**config.mk**
```make
export PLATFORM = sky130hd
export DESIGN_NAME = rlc_regs
export DESIGN_NICKNAME = d
export VERILOG_FILES = /design/src/verilog/rlc_accept.v /design/src/verilog/rlc_regs.v
export VERILOG_INCLUDE_DIRS = /design/src /design/src/verilog
export SDC_FILE = /design/constraint.sdc
export NUM_CORES = 1
export LEC_CHECK = 0
export BUFFER_PORTS_ARGS = -buffer_cell sky130_fd_sc_hd__buf_2
export CAP_MARGIN = 20
export CELL_PAD_IN_SITES_DETAIL_PLACEMENT = 0
export CELL_PAD_IN_SITES_GLOBAL_PLACEMENT = 1
export CORE_AREA = 5 5 126 128
export DETAILED_ROUTE_END_ITERATION = 7
export DIE_AREA = 0 0 131 133
export PLACE_DENSITY = 0.77
export SLEW_MARGIN = 5
export SYNTH_ARGS = -nofsm -noshare
export SYNTH_HDL_FRONTEND = slang
export SYNTH_SLANG_ARGS = --single-unit
```
**constraint.sdc**
```tcl
create_clock -name CLK -period 2.4 [get_ports CLK]
set_input_delay 0.72 -clock CLK [delete_from_list [all_inputs] [get_ports CLK]]
set_output_delay 0.72 -clock CLK [all_outputs]
set_load 0.02 [all_outputs]
```
**src/verilog/rlc_map.vh**
```
// Purpose: Register map and constants for the radio link reset/loop/mgmt bank
// Assumes: Byte addresses on the CPU port, 32-bit data words
// Notes: Definitions only
`ifndef RLC_MAP_VH
`define RLC_MAP_VH

// ==========================================
// Register offsets
`define RLC_OFS_LCV 8'h18
`define RLC_OFS_BFN 8'h1C
`define RLC_OFS_RST 8'h20
`define RLC_OFS_LOOP 8'h24
`define RLC_OFS_CMCFG 8'h28
`define RLC_OFS_CMSTAT 8'h2C

// ==========================================
// Reset control fields
`define RLC_RST_GEN_EN 0
`define RLC_RST_FORCE 1
`define RLC_RST_OUT_EN 2
`define RLC_RST_PIN_EN 3
`define RLC_RST_SEEN 4
`define RLC_RST_SEEN_HOLD 5
`define RLC_RST_SENT 6
`define RLC_RST_SENT_HOLD 7

// ==========================================
// Loopback and management fields
`define RLC_LOOP_SEL 0
`define RLC_LOOP_RESYNC 4
`define RLC_SLOW_LSB 8
`define RLC_SLOW_VALID 11
`define RLC_FAST_VALID 6

// ==========================================
// Reset values and limits
`define RLC_FAST_PTR_RST 6'h14
`define RLC_SLOW_RATE_RST 3'h0
`define RLC_LCV_MAX 8'hFF
`define RLC_FAST_PTR_MIN 6'h24
`define RLC_FAST_PTR_MAX 6'h3F
`define RLC_SLOW_RATE_MAX 3'h6
`define RLC_ACCEPT_COUNT 3'h4

// ==========================================
// Control byte positions within a hyperframe
`define RLC_Z_SLOW 8'h42
`define RLC_Z_RESET 8'h82
`define RLC_Z_FAST 8'hC2

`endif

```
**src/verilog/rlc_accept.v**
```verilog
// Purpose: Accepts a received value after repeated identical arrivals
// Assumes: STB pulses once per hyperframe carrying that frame's value
// Notes: Illegal values break the run and are never accepted
`timescale 1ns/100ps
`include "rlc_map.vh"

module rlc_accept #(
   parameter W = 6
) (
   // Clock and reset
   input wire CLK,
   input wire RST_N,
   // Sample in
   input wire STB,
   input wire LEGAL,
   input wire [W-1:0] VALUE,
   // Accepted value
   output reg [W-1:0] ACCEPTED,
   output reg VALID
);

   reg [W-1:0] last_q;
   reg [2:0] run_q;
   wire same = (VALUE == last_q) && (run_q != 3'h0);
   wire [2:0] run_d = same ? run_q + 3'h1 : 3'h1;

   // ==========================================
   // Run counter
   always @(posedge CLK) begin
      if (!RST_N) begin
         last_q <= {W{1'b0}};
         run_q <= 3'h0;
         ACCEPTED <= {W{1'b0}};
         VALID <= 1'b0;
      end else if (STB) begin
         if (!LEGAL) begin
            run_q <= 3'h0;
         end else begin
            last_q <= VALUE;
            // Saturate so a long steady run does not wrap
            run_q <= (run_d > `RLC_ACCEPT_COUNT) ? `RLC_ACCEPT_COUNT : run_d;
            if (run_d == `RLC_ACCEPT_COUNT) begin
               ACCEPTED <= VALUE;
               VALID <= 1'b1;
            end
         end
      end
   end

endmodule

```
**src/verilog/rlc_regs.v**
```verilog
// Purpose: Link protocol register subset: violations, frame number, reset words,
//          physical loopback and management channel settings
// Assumes: Receive-side inputs change on the falling edge of RX_CLK
// Notes: RX_CLK is oversampled by CLK, no second clock domain here
`timescale 1ns/100ps
`include "rlc_map.vh"

// How it works
// - Count decoder violations in eight bits, sticking at 255 until reset.
// - The violation count drives nothing but its register; no loss-of-signal use.
// - Report the current node frame number, twelve bits, read-only.
// - Reset-sent flag rises when the transmitter reports a sent reset word.
// - Sent/seen flags latch into hold bits cleared by read; read twice.
// - Reset-seen flag follows the reset bit received at Z.130.0.
// - Pin-driven enable selects the external request input, ignoring software bits.
// - Software enable alone sends reset words as the force bit says.
// - Resync flag, cleared by read, sets on a loopback rate mismatch.
// - Loop select 0 passes normal data; 1 returns received words unchanged.
// - Loopback runs without frame sync, crossing only receive to transmit.
// - With loop select set the frame-level loop mode is forced to zero.
// - Configured slow rate goes out in control byte Z.66.0.
// - Configured fast pointer, default 14h, goes out in Z.194.0.
// - Slow rate accepted after four identical hyperframes, then marked valid.
// - Slow rate codes 000 to 110 are legal, 111 is not.
// - Fast pointer accepted after four identical values within 24h..3Fh.
// - Reserved bits read zero and ignore writes.
module rlc_regs (
   // Clock and reset
   input wire CLK,
   input wire RST_N,
   // CPU register port
   input wire [7:0] CPU_ADDR,
   input wire CPU_WR,
   input wire CPU_RD,
   input wire [31:0] CPU_WDATA,
   output reg [31:0] CPU_RDATA,
   output reg CPU_RVALID,
   // Receive link side, on the recovered clock
   input wire RX_CLK,
   input wire RX_LCV,
   input wire [7:0] RX_CTRL_IDX,
   input wire [7:0] RX_DATA,
   // Framer side, system clock
   input wire [11:0] RX_BFN,
   input wire [2:0] FRAME_LOOP_MODE_IN,
   output wire [2:0] FRAME_LOOP_MODE,
   // Transmit side, system clock
   input wire TX_STB,
   input wire [7:0] TX_DATA_IN,
   output reg [7:0] TX_DATA_OUT,
   input wire TX_RESET_SENT,
   output wire TX_RESET_BIT,
   output wire [2:0] SEND_SLOW_MGMT_RATE,
   output wire [5:0] SEND_FAST_MGMT_POINTER,
   output wire PHY_LOOP,
   // Reset handshake pins
   input wire EXTERNAL_RESET_REQUEST_IN,
   output wire RESET_OUT,
   // Accepted management settings
   output wire [2:0] ACCEPTED_SLOW_MGMT_RATE,
   output wire SLOW_RATE_ACCEPTED,
   output wire [5:0] ACCEPTED_FAST_MGMT_POINTER,
   output wire FAST_POINTER_ACCEPTED
);

   // ==========================================
   // Pin synchronisers
   reg [1:0] rxclk_sync_q;
   reg rxclk_prev_q;
   reg [1:0] lcv_sync_q;
   reg [7:0] idx_s1_q;
   reg [7:0] idx_s2_q;
   reg [7:0] dat_s1_q;
   reg [7:0] dat_s2_q;
   reg [1:0] ext_sync_q;

   always @(posedge CLK) begin
      if (!RST_N) begin
         // Reset high so an idle clock of either level gives no false rising edge
         rxclk_sync_q <= 2'h3;
         rxclk_prev_q <= 1'b1;
         lcv_sync_q <= 2'h0;
         idx_s1_q <= 8'h00;
         idx_s2_q <= 8'h00;
         dat_s1_q <= 8'h00;
         dat_s2_q <= 8'h00;
         ext_sync_q <= 2'h0;
      end else begin
         rxclk_sync_q <= {rxclk_sync_q[0], RX_CLK};
         rxclk_prev_q <= rxclk_sync_q[1];
         lcv_sync_q <= {lcv_sync_q[0], RX_LCV};
         idx_s1_q <= RX_CTRL_IDX;
         idx_s2_q <= idx_s1_q;
         dat_s1_q <= RX_DATA;
         dat_s2_q <= dat_s1_q;
         ext_sync_q <= {ext_sync_q[0], EXTERNAL_RESET_REQUEST_IN};
      end
   end

   // One receive word per synchronised rising edge of RX_CLK
   wire rx_edge = rxclk_sync_q[1] & ~rxclk_prev_q;
   wire ext_req = ext_sync_q[1];

   // ==========================================
   // CPU decode
   function sel;
      input [7:0] addr;
      input [7:0] ofs;
      begin
         sel = (addr == ofs);
      end
   endfunction

   wire wr_rst = CPU_WR & sel(CPU_ADDR, `RLC_OFS_RST);
   wire wr_loop = CPU_WR & sel(CPU_ADDR, `RLC_OFS_LOOP);
   wire wr_cm = CPU_WR & sel(CPU_ADDR, `RLC_OFS_CMCFG);
   wire rd_rst = CPU_RD & sel(CPU_ADDR, `RLC_OFS_RST);
   wire rd_loop = CPU_RD & sel(CPU_ADDR, `RLC_OFS_LOOP);

   // ==========================================
   // Violation counter
   reg [7:0] lcv_cnt_q;

   always @(posedge CLK) begin
      if (!RST_N) begin
         lcv_cnt_q <= 8'h00;
      end else if (rx_edge && lcv_sync_q[1] && lcv_cnt_q != `RLC_LCV_MAX) begin
         lcv_cnt_q <= lcv_cnt_q + 8'h01;
      end
   end
   // Counts init-period violations too, so it stays out of loss detection.

   // ==========================================
   // Frame number
   reg [11:0] bfn_q;

   always @(posedge CLK) begin
      if (!RST_N) begin
         bfn_q <= 12'h000;
      end else begin
         bfn_q <= RX_BFN;
      end
   end

   // ==========================================
   // Reset control word handling
   reg gen_en_q;
   reg force_q;
   reg out_en_q;
   reg pin_en_q;
   reg seen_q;
   reg seen_hold_q;
   reg sent_q;
   reg sent_hold_q;

   always @(posedge CLK) begin
      if (!RST_N) begin
         gen_en_q <= 1'b0;
         force_q <= 1'b0;
         out_en_q <= 1'b0;
         pin_en_q <= 1'b0;
      end else if (wr_rst) begin
         gen_en_q <= CPU_WDATA[`RLC_RST_GEN_EN];
         force_q <= CPU_WDATA[`RLC_RST_FORCE];
         out_en_q <= CPU_WDATA[`RLC_RST_OUT_EN];
         pin_en_q <= CPU_WDATA[`RLC_RST_PIN_EN];
      end
   end

   always @(posedge CLK) begin
      if (!RST_N) begin
         seen_q <= 1'b0;
         sent_q <= 1'b0;
         seen_hold_q <= 1'b0;
         sent_hold_q <= 1'b0;
      end else begin
         if (rx_edge && idx_s2_q == `RLC_Z_RESET) begin
            seen_q <= dat_s2_q[0];
         end
         if (TX_RESET_SENT) begin
            sent_q <= 1'b1;
         end else if (!TX_RESET_BIT) begin
            sent_q <= 1'b0;
         end
         // New event beats the read clear
         seen_hold_q <= seen_q | (seen_hold_q & ~rd_rst);
         sent_hold_q <= sent_q | TX_RESET_SENT | (sent_hold_q & ~rd_rst);
      end
   end

   // Pin path outranks the software path
   assign TX_RESET_BIT = pin_en_q ? ext_req : (gen_en_q & force_q);
   // Acknowledge relies on the outside raising the request pin.
   assign RESET_OUT = out_en_q & seen_q;

   // ==========================================
   // Physical loopback
   reg loop_q;
   reg resync_q;
   reg [7:0] loop_byte_q;
   reg loop_full_q;

   always @(posedge CLK) begin
      if (!RST_N) begin
         loop_q <= 1'b0;
      end else if (wr_loop) begin
         loop_q <= CPU_WDATA[`RLC_LOOP_SEL];
      end
   end

   // Single-word hand-off from the receive edge to the transmit strobe.
   // Gives no elasticity: any rate difference shows as a resync.
   wire overrun = rx_edge & loop_full_q & ~TX_STB;
   wire underrun = TX_STB & ~loop_full_q & ~rx_edge;
   wire resync_evt = loop_q & (overrun | underrun);

   always @(posedge CLK) begin
      if (!RST_N) begin
         loop_byte_q <= 8'h00;
         loop_full_q <= 1'b0;
         resync_q <= 1'b0;
      end else begin
         if (rx_edge) begin
            loop_byte_q <= dat_s2_q;
         end
         if (rx_edge) begin
            loop_full_q <= 1'b1;
         end else if (TX_STB) begin
            loop_full_q <= 1'b0;
         end
         resync_q <= resync_evt | (resync_q & ~rd_loop);
      end
   end

   always @(posedge CLK) begin
      if (!RST_N) begin
         TX_DATA_OUT <= 8'h00;
      end else if (TX_STB) begin
         TX_DATA_OUT <= loop_q ? (rx_edge ? dat_s2_q : loop_byte_q) : TX_DATA_IN;
      end
   end

   assign PHY_LOOP = loop_q;
   assign FRAME_LOOP_MODE = loop_q ? 3'h0 : FRAME_LOOP_MODE_IN;

   // ==========================================
   // Management channel configuration
   reg [2:0] slow_rate_q;
   reg [5:0] fast_ptr_q;

   always @(posedge CLK) begin
      if (!RST_N) begin
         slow_rate_q <= `RLC_SLOW_RATE_RST;
         fast_ptr_q <= `RLC_FAST_PTR_RST;
      end else if (wr_cm) begin
         slow_rate_q <= CPU_WDATA[`RLC_SLOW_LSB+2:`RLC_SLOW_LSB];
         fast_ptr_q <= CPU_WDATA[5:0];
      end
   end

   assign SEND_SLOW_MGMT_RATE = slow_rate_q;
   assign SEND_FAST_MGMT_POINTER = fast_ptr_q;

   // ==========================================
   // Received management settings
   wire slow_stb = rx_edge & (idx_s2_q == `RLC_Z_SLOW);
   wire fast_stb = rx_edge & (idx_s2_q == `RLC_Z_FAST);
   wire slow_legal = dat_s2_q[2:0] <= `RLC_SLOW_RATE_MAX;
   wire fast_legal = dat_s2_q[5:0] >= `RLC_FAST_PTR_MIN &&
      dat_s2_q[5:0] <= `RLC_FAST_PTR_MAX && dat_s2_q[7:6] == 2'h0;

   rlc_accept #(.W(3)) u_slow (
      .CLK(CLK),
      .RST_N(RST_N),
      .STB(slow_stb),
      .LEGAL(slow_legal),
      .VALUE(dat_s2_q[2:0]),
      .ACCEPTED(ACCEPTED_SLOW_MGMT_RATE),
      .VALID(SLOW_RATE_ACCEPTED)
   );

   rlc_accept #(.W(6)) u_fast (
      .CLK(CLK),
      .RST_N(RST_N),
      .STB(fast_stb),
      .LEGAL(fast_legal),
      .VALUE(dat_s2_q[5:0]),
      .ACCEPTED(ACCEPTED_FAST_MGMT_POINTER),
      .VALID(FAST_POINTER_ACCEPTED)
   );

   // ==========================================
   // Read mux
   reg [31:0] rd_mux;

   always @* begin
      rd_mux = 32'h00000000;
      case (CPU_ADDR)
         `RLC_OFS_LCV: begin
            rd_mux[7:0] = lcv_cnt_q;
         end
         `RLC_OFS_BFN: begin
            rd_mux[11:0] = bfn_q;
         end
         `RLC_OFS_RST: begin
            rd_mux[`RLC_RST_GEN_EN] = gen_en_q;
            rd_mux[`RLC_RST_FORCE] = force_q;
            rd_mux[`RLC_RST_OUT_EN] = out_en_q;
            rd_mux[`RLC_RST_PIN_EN] = pin_en_q;
            rd_mux[`RLC_RST_SEEN] = seen_q;
            rd_mux[`RLC_RST_SEEN_HOLD] = seen_hold_q;
            rd_mux[`RLC_RST_SENT] = sent_q;
            rd_mux[`RLC_RST_SENT_HOLD] = sent_hold_q;
         end
         `RLC_OFS_LOOP: begin
            rd_mux[`RLC_LOOP_SEL] = loop_q;
            rd_mux[`RLC_LOOP_RESYNC] = resync_q;
         end
         `RLC_OFS_CMCFG: begin
            rd_mux[`RLC_SLOW_LSB+2:`RLC_SLOW_LSB] = slow_rate_q;
            rd_mux[5:0] = fast_ptr_q;
         end
         `RLC_OFS_CMSTAT: begin
            rd_mux[`RLC_SLOW_VALID] = SLOW_RATE_ACCEPTED;
            rd_mux[`RLC_SLOW_LSB+2:`RLC_SLOW_LSB] = ACCEPTED_SLOW_MGMT_RATE;
            rd_mux[`RLC_FAST_VALID] = FAST_POINTER_ACCEPTED;
            rd_mux[5:0] = ACCEPTED_FAST_MGMT_POINTER;
         end
         default: begin
            rd_mux = 32'h00000000;
         end
      endcase
   end

   always @(posedge CLK) begin
      if (!RST_N) begin
         CPU_RDATA <= 32'h00000000;
         CPU_RVALID <= 1'b0;
      end else begin
         CPU_RVALID <= CPU_RD;
         if (CPU_RD) begin
            CPU_RDATA <= rd_mux;
         end
      end
   end

endmodule
```
==> reports/results.env <==
STATUS='finished, final reports clean'
NETLIST-CELL-TYPE-COUNT=61
SYNTH.LARGEST_AREA_CELL='dfxtp_1'
FINAL.SETUP_SKEW_PS=8.46
NNETSFINAL=814
HTREE_LEVELS=4
POWER.SHARE.SWITCHING=0.216
GROUTE.USAGE.OVERALL=0.161
CTS.PATH.MAX_BUFFERS=2
AREA_GROWTH_PCT=23.7
FIN_AREA_MM2=0.00692
VIAS_IN_THE_FIRST_GLOBAL_ROUTE=4357
SYNTHESIS.AREA_PER_INSTANCE_UM2=9.17
GPL.FINAL_WEIGHTED_CONGESTION=0.875
P_SEQ_FRAC=0.436
YS_TOP_CELLS_BY_AREA='dfxtp_1 (48%), and2_1 (5.5%), mux2i_1 (4.7%)'
ANTENNA_CELLS_INSERTED=0
SYNTH_ADDER_AREA_SHARE=0.0112
WL_PER_CELL_UM=15.0
MAXCAPVIOLATIONS=0
VIAS=4543
POST_CTS_RESIZE_COUNT=0
SLEW-LIMIT-HEADROOM=0.587
AREA_FRACTION_IN_COMPOUND_GATES_AFTER_SYNTHESIS=0.130
SYNTH.YOSYS.SEQ_AREA_SHARE=0.479
FINAL-MAX-SLEW-VIOLATION-COUNT=0
LAYOUT_WORST_PATH_CYCLE_SHARE=0.844
ROUTE.DETAILED.VIAS_PER_INST=4.93
DIE_WIDTH_UM=131
P_LEAK_uW=0.00295
CLKLATENCYLATEPIN_PS=420
POSTPLACECELLAREA_MM2=0.00630
SYNTH_MOST_COMMON_CELL='dfxtp_1'
SYN_INST=610
SYNTH.MUX.AREA_FRACTION=0.0525
CTS_INSERTED_BUFFERS=17
DRT_PRE_ANTENNA_ITERS=4
POST-CTS-SETUP-BUFFER-COUNT=0
COREAREA_MM2=0.0148
GRT_START_MAX_NET_PINS=49
WHS_PS=407
POWER.DENSITY_mW_PER_MM2=768
FINALCOREUTILIZATION=0.469
DRT_DRC_VIOLATIONS_LEFT=0
DOMINANT_COMBINATIONAL_CELL_FAMILY_BY_AREA_AFTER_SYNTHESIS='simple AND/OR/NAND/NOR gates'
ROUTED_WL_MM=13.9
MAX_CLOCK_FREQ_GHz=0.494
HOLDCRITPATHCLASS='reg -> reg'
CLOCKROOTBUFFER='clkbuf_16'
FINAL_HOLD_VIOL_COUNT=0
SYNTHXORXNORAREAFRAC=0.0291
SETUP_VIOL=0
CRIT_PATH_START_KIND='flip-flop'
TRITONCTS_CLOCK_TREE='yes'
YOSYSWARNINGS=0
GR_OVERFLOW_TOTAL=0
TRITONCTS_NUM_SINKS=134
LAYOUT_SETUP_WS_PS=375
YOSYS.AREA_SHARE.SIMPLE=0.236
FLOORPLAN.DIE_AREA_MM2=0.0174
TNS_PS=0
DRT_ITER0_MARKERS=359
P_INT_uW=4170
SYNTH_COMMONEST_CELLS='dfxtp_1 (134), nand2_1 (55), nor2_1 (54)'
POWER.IR.VDD_WORST_mV=0.569
TIMING.FINAL.CRIT_PERIOD_PS=2030
INITIAL_CORE_UTIL=0.379
COMB_POWER_SHARE=0.059
YS_ASYNC_SR_FRACTION=0
WORST-SLEW-PIN-TRANSITION_PS=619
YOSYS_MOST_USED_DFF='dfxtp_1'
WORSTSETUPPATHTYPE='reg -> out'
CRITICAL_PATH.ENDPOINT_TYPE='output pin'
RSZ0062_AT_GRT='no'
GRT_FIRST_PASS_WIRELENGTH_MM=22.0
TOTAL_SWITCHING_POWER_uW=1150
WORSTPATHREQUIRED_PS=1680
NUMBER_OF_PORT_BUFFERS=111
SYNTH.CELL_AREA_MM2=0.00560
NUMBER_OF_FLOPS_MAPPED_TO_ENABLE_CELLS_BY_YOSYS=0
POSTCTSHOLDBUFS=0
CRIT_FANOUT=3
FINAL_LAYOUT_SIZE_SUFFIX_GT1_FRAC=0.247
REMAINING_ANTENNA_VIOLATION_COUNT_AFTER_ROUTING=0
PRECTSSETUPSLACK_PS=101
GRT_ANTENNA_BEFORE_REPAIR=0
FLOORPLAN.ROWS=45
PWR-SHARE-CLK=0.506
IOPINCOUNT=155
YS_FF_LATCH=134
DPL.HPWL_MM=10.6
SYNTH_TOP_AREA_SHARE=0.479
DIE-HEIGHT_UM=133
CLK_PIN_SLEW_WORST_PATHS_PS=50
ARRIVAL_PS=1310
==> sequential cells by signal, summed over array words and instances, names as in the netlist, 6 cells and up <==
register,count
CPU_RDATA,12
bfn_q,12
TX_DATA_OUT,8
dat_s1_q,8
dat_s2_q,8
idx_s1_q,8
idx_s2_q,8
lcv_cnt_q,8
loop_byte_q,8
SEND_FAST_MGMT_POINTER,6
u_fast.ACCEPTED,6
u_fast.last_q,6
==> layout by cell type (no fill, tap or decap), types with 16 or more instances in the layout <==
master / count
dfxtp_1: 134
buf_2: 111
nand2_1: 55
nor2_1: 54
and2_1: 49
a21oi_1: 48
mux2i_1: 26
o21ai_0: 24
nand3_1: 24
conb_1: 20
clkbuf_16: 17
buf_4: 16
==> path summary, 6_finish.rpt <==
check / start / end / slack (ps) / cells past startpoint
worst max-delay path: force_q$_SDFFE_PN0P_ / TX_RESET_BIT / 370 / 3
worst min-delay path: rxclk_sync_q[0]$_SDFF_PN1_ / rxclk_sync_q[1]$_SDFF_PN1_ / 410 / 1
worst max register to register: dat_s2_q[2]$_SDFF_PN0_ / u_fast.ACCEPTED[3]$_SDFFE_PN0P_ / 380 / 5
worst min register to register: rxclk_sync_q[0]$_SDFF_PN1_ / rxclk_sync_q[1]$_SDFF_PN1_ / 410 / 1
==> layout make-up <==
type | count | area [um^2]
flip-flops and latches | 134 | 2680
clock buffers | 19 | 443
clock inverters | 13 | 180
well taps | 188 | 235
fillers | 1437 | 7830
repair buffers | 128 | 696
inverters | 12 | 45.0
multi-input cells | 428 | 2640
==> kinds of logic (layout without fill, tap and decap cells) <==
group / count (synthesis) / in the layout
simple gates: 244 / 244
flops: 134 / 134
compound gates: 114 / 114
buf+inv: 67 / 172
mux: 29 / 29
other cells: 1 / 20
xor+xnor: 16 / 16
fa+ha+maj: 5 / 5
==> power groups by stage <==
stage	clock, uW	combinational [uW]	sequential [uW]
finish	2690	312	2320
global route	2850	344	2320
CTS	2750	314	2320
detailed placement	0	313	2370
global placement	0	307	2360
floorplan	0	209	2370
==> stage by stage <==
| step | std cells | power [uW] |
|---|---|---|
| floorplan | 629 | 2580 |
| global placement | 890 | 2670 |
| detailed placement | 890 | 2680 |
| CTS | 922 | 5380 |
| global route | 922 | 5510 |
| finish | 922 | 5320 |
==> per-layer routing <==
layer | part of all wire | track usage | up-vias
met1 | 0.43 | 0.203 | 2126
met4 | 0.019 | 0.0634 | 0
li1 | - | - | 2286
met5 | 0 | 0 | -
met3 | 0.058 | 0.0440 | 19
met2 | 0.49 | 0.259 | 112
==> worst max-delay path, stage by stage, from the launching register on <==
cell	delay, ps
dfxtp_1	370
nand2_1	60
o21ai_0	240
buf_2	220
(Power assumes the default switching activity.)
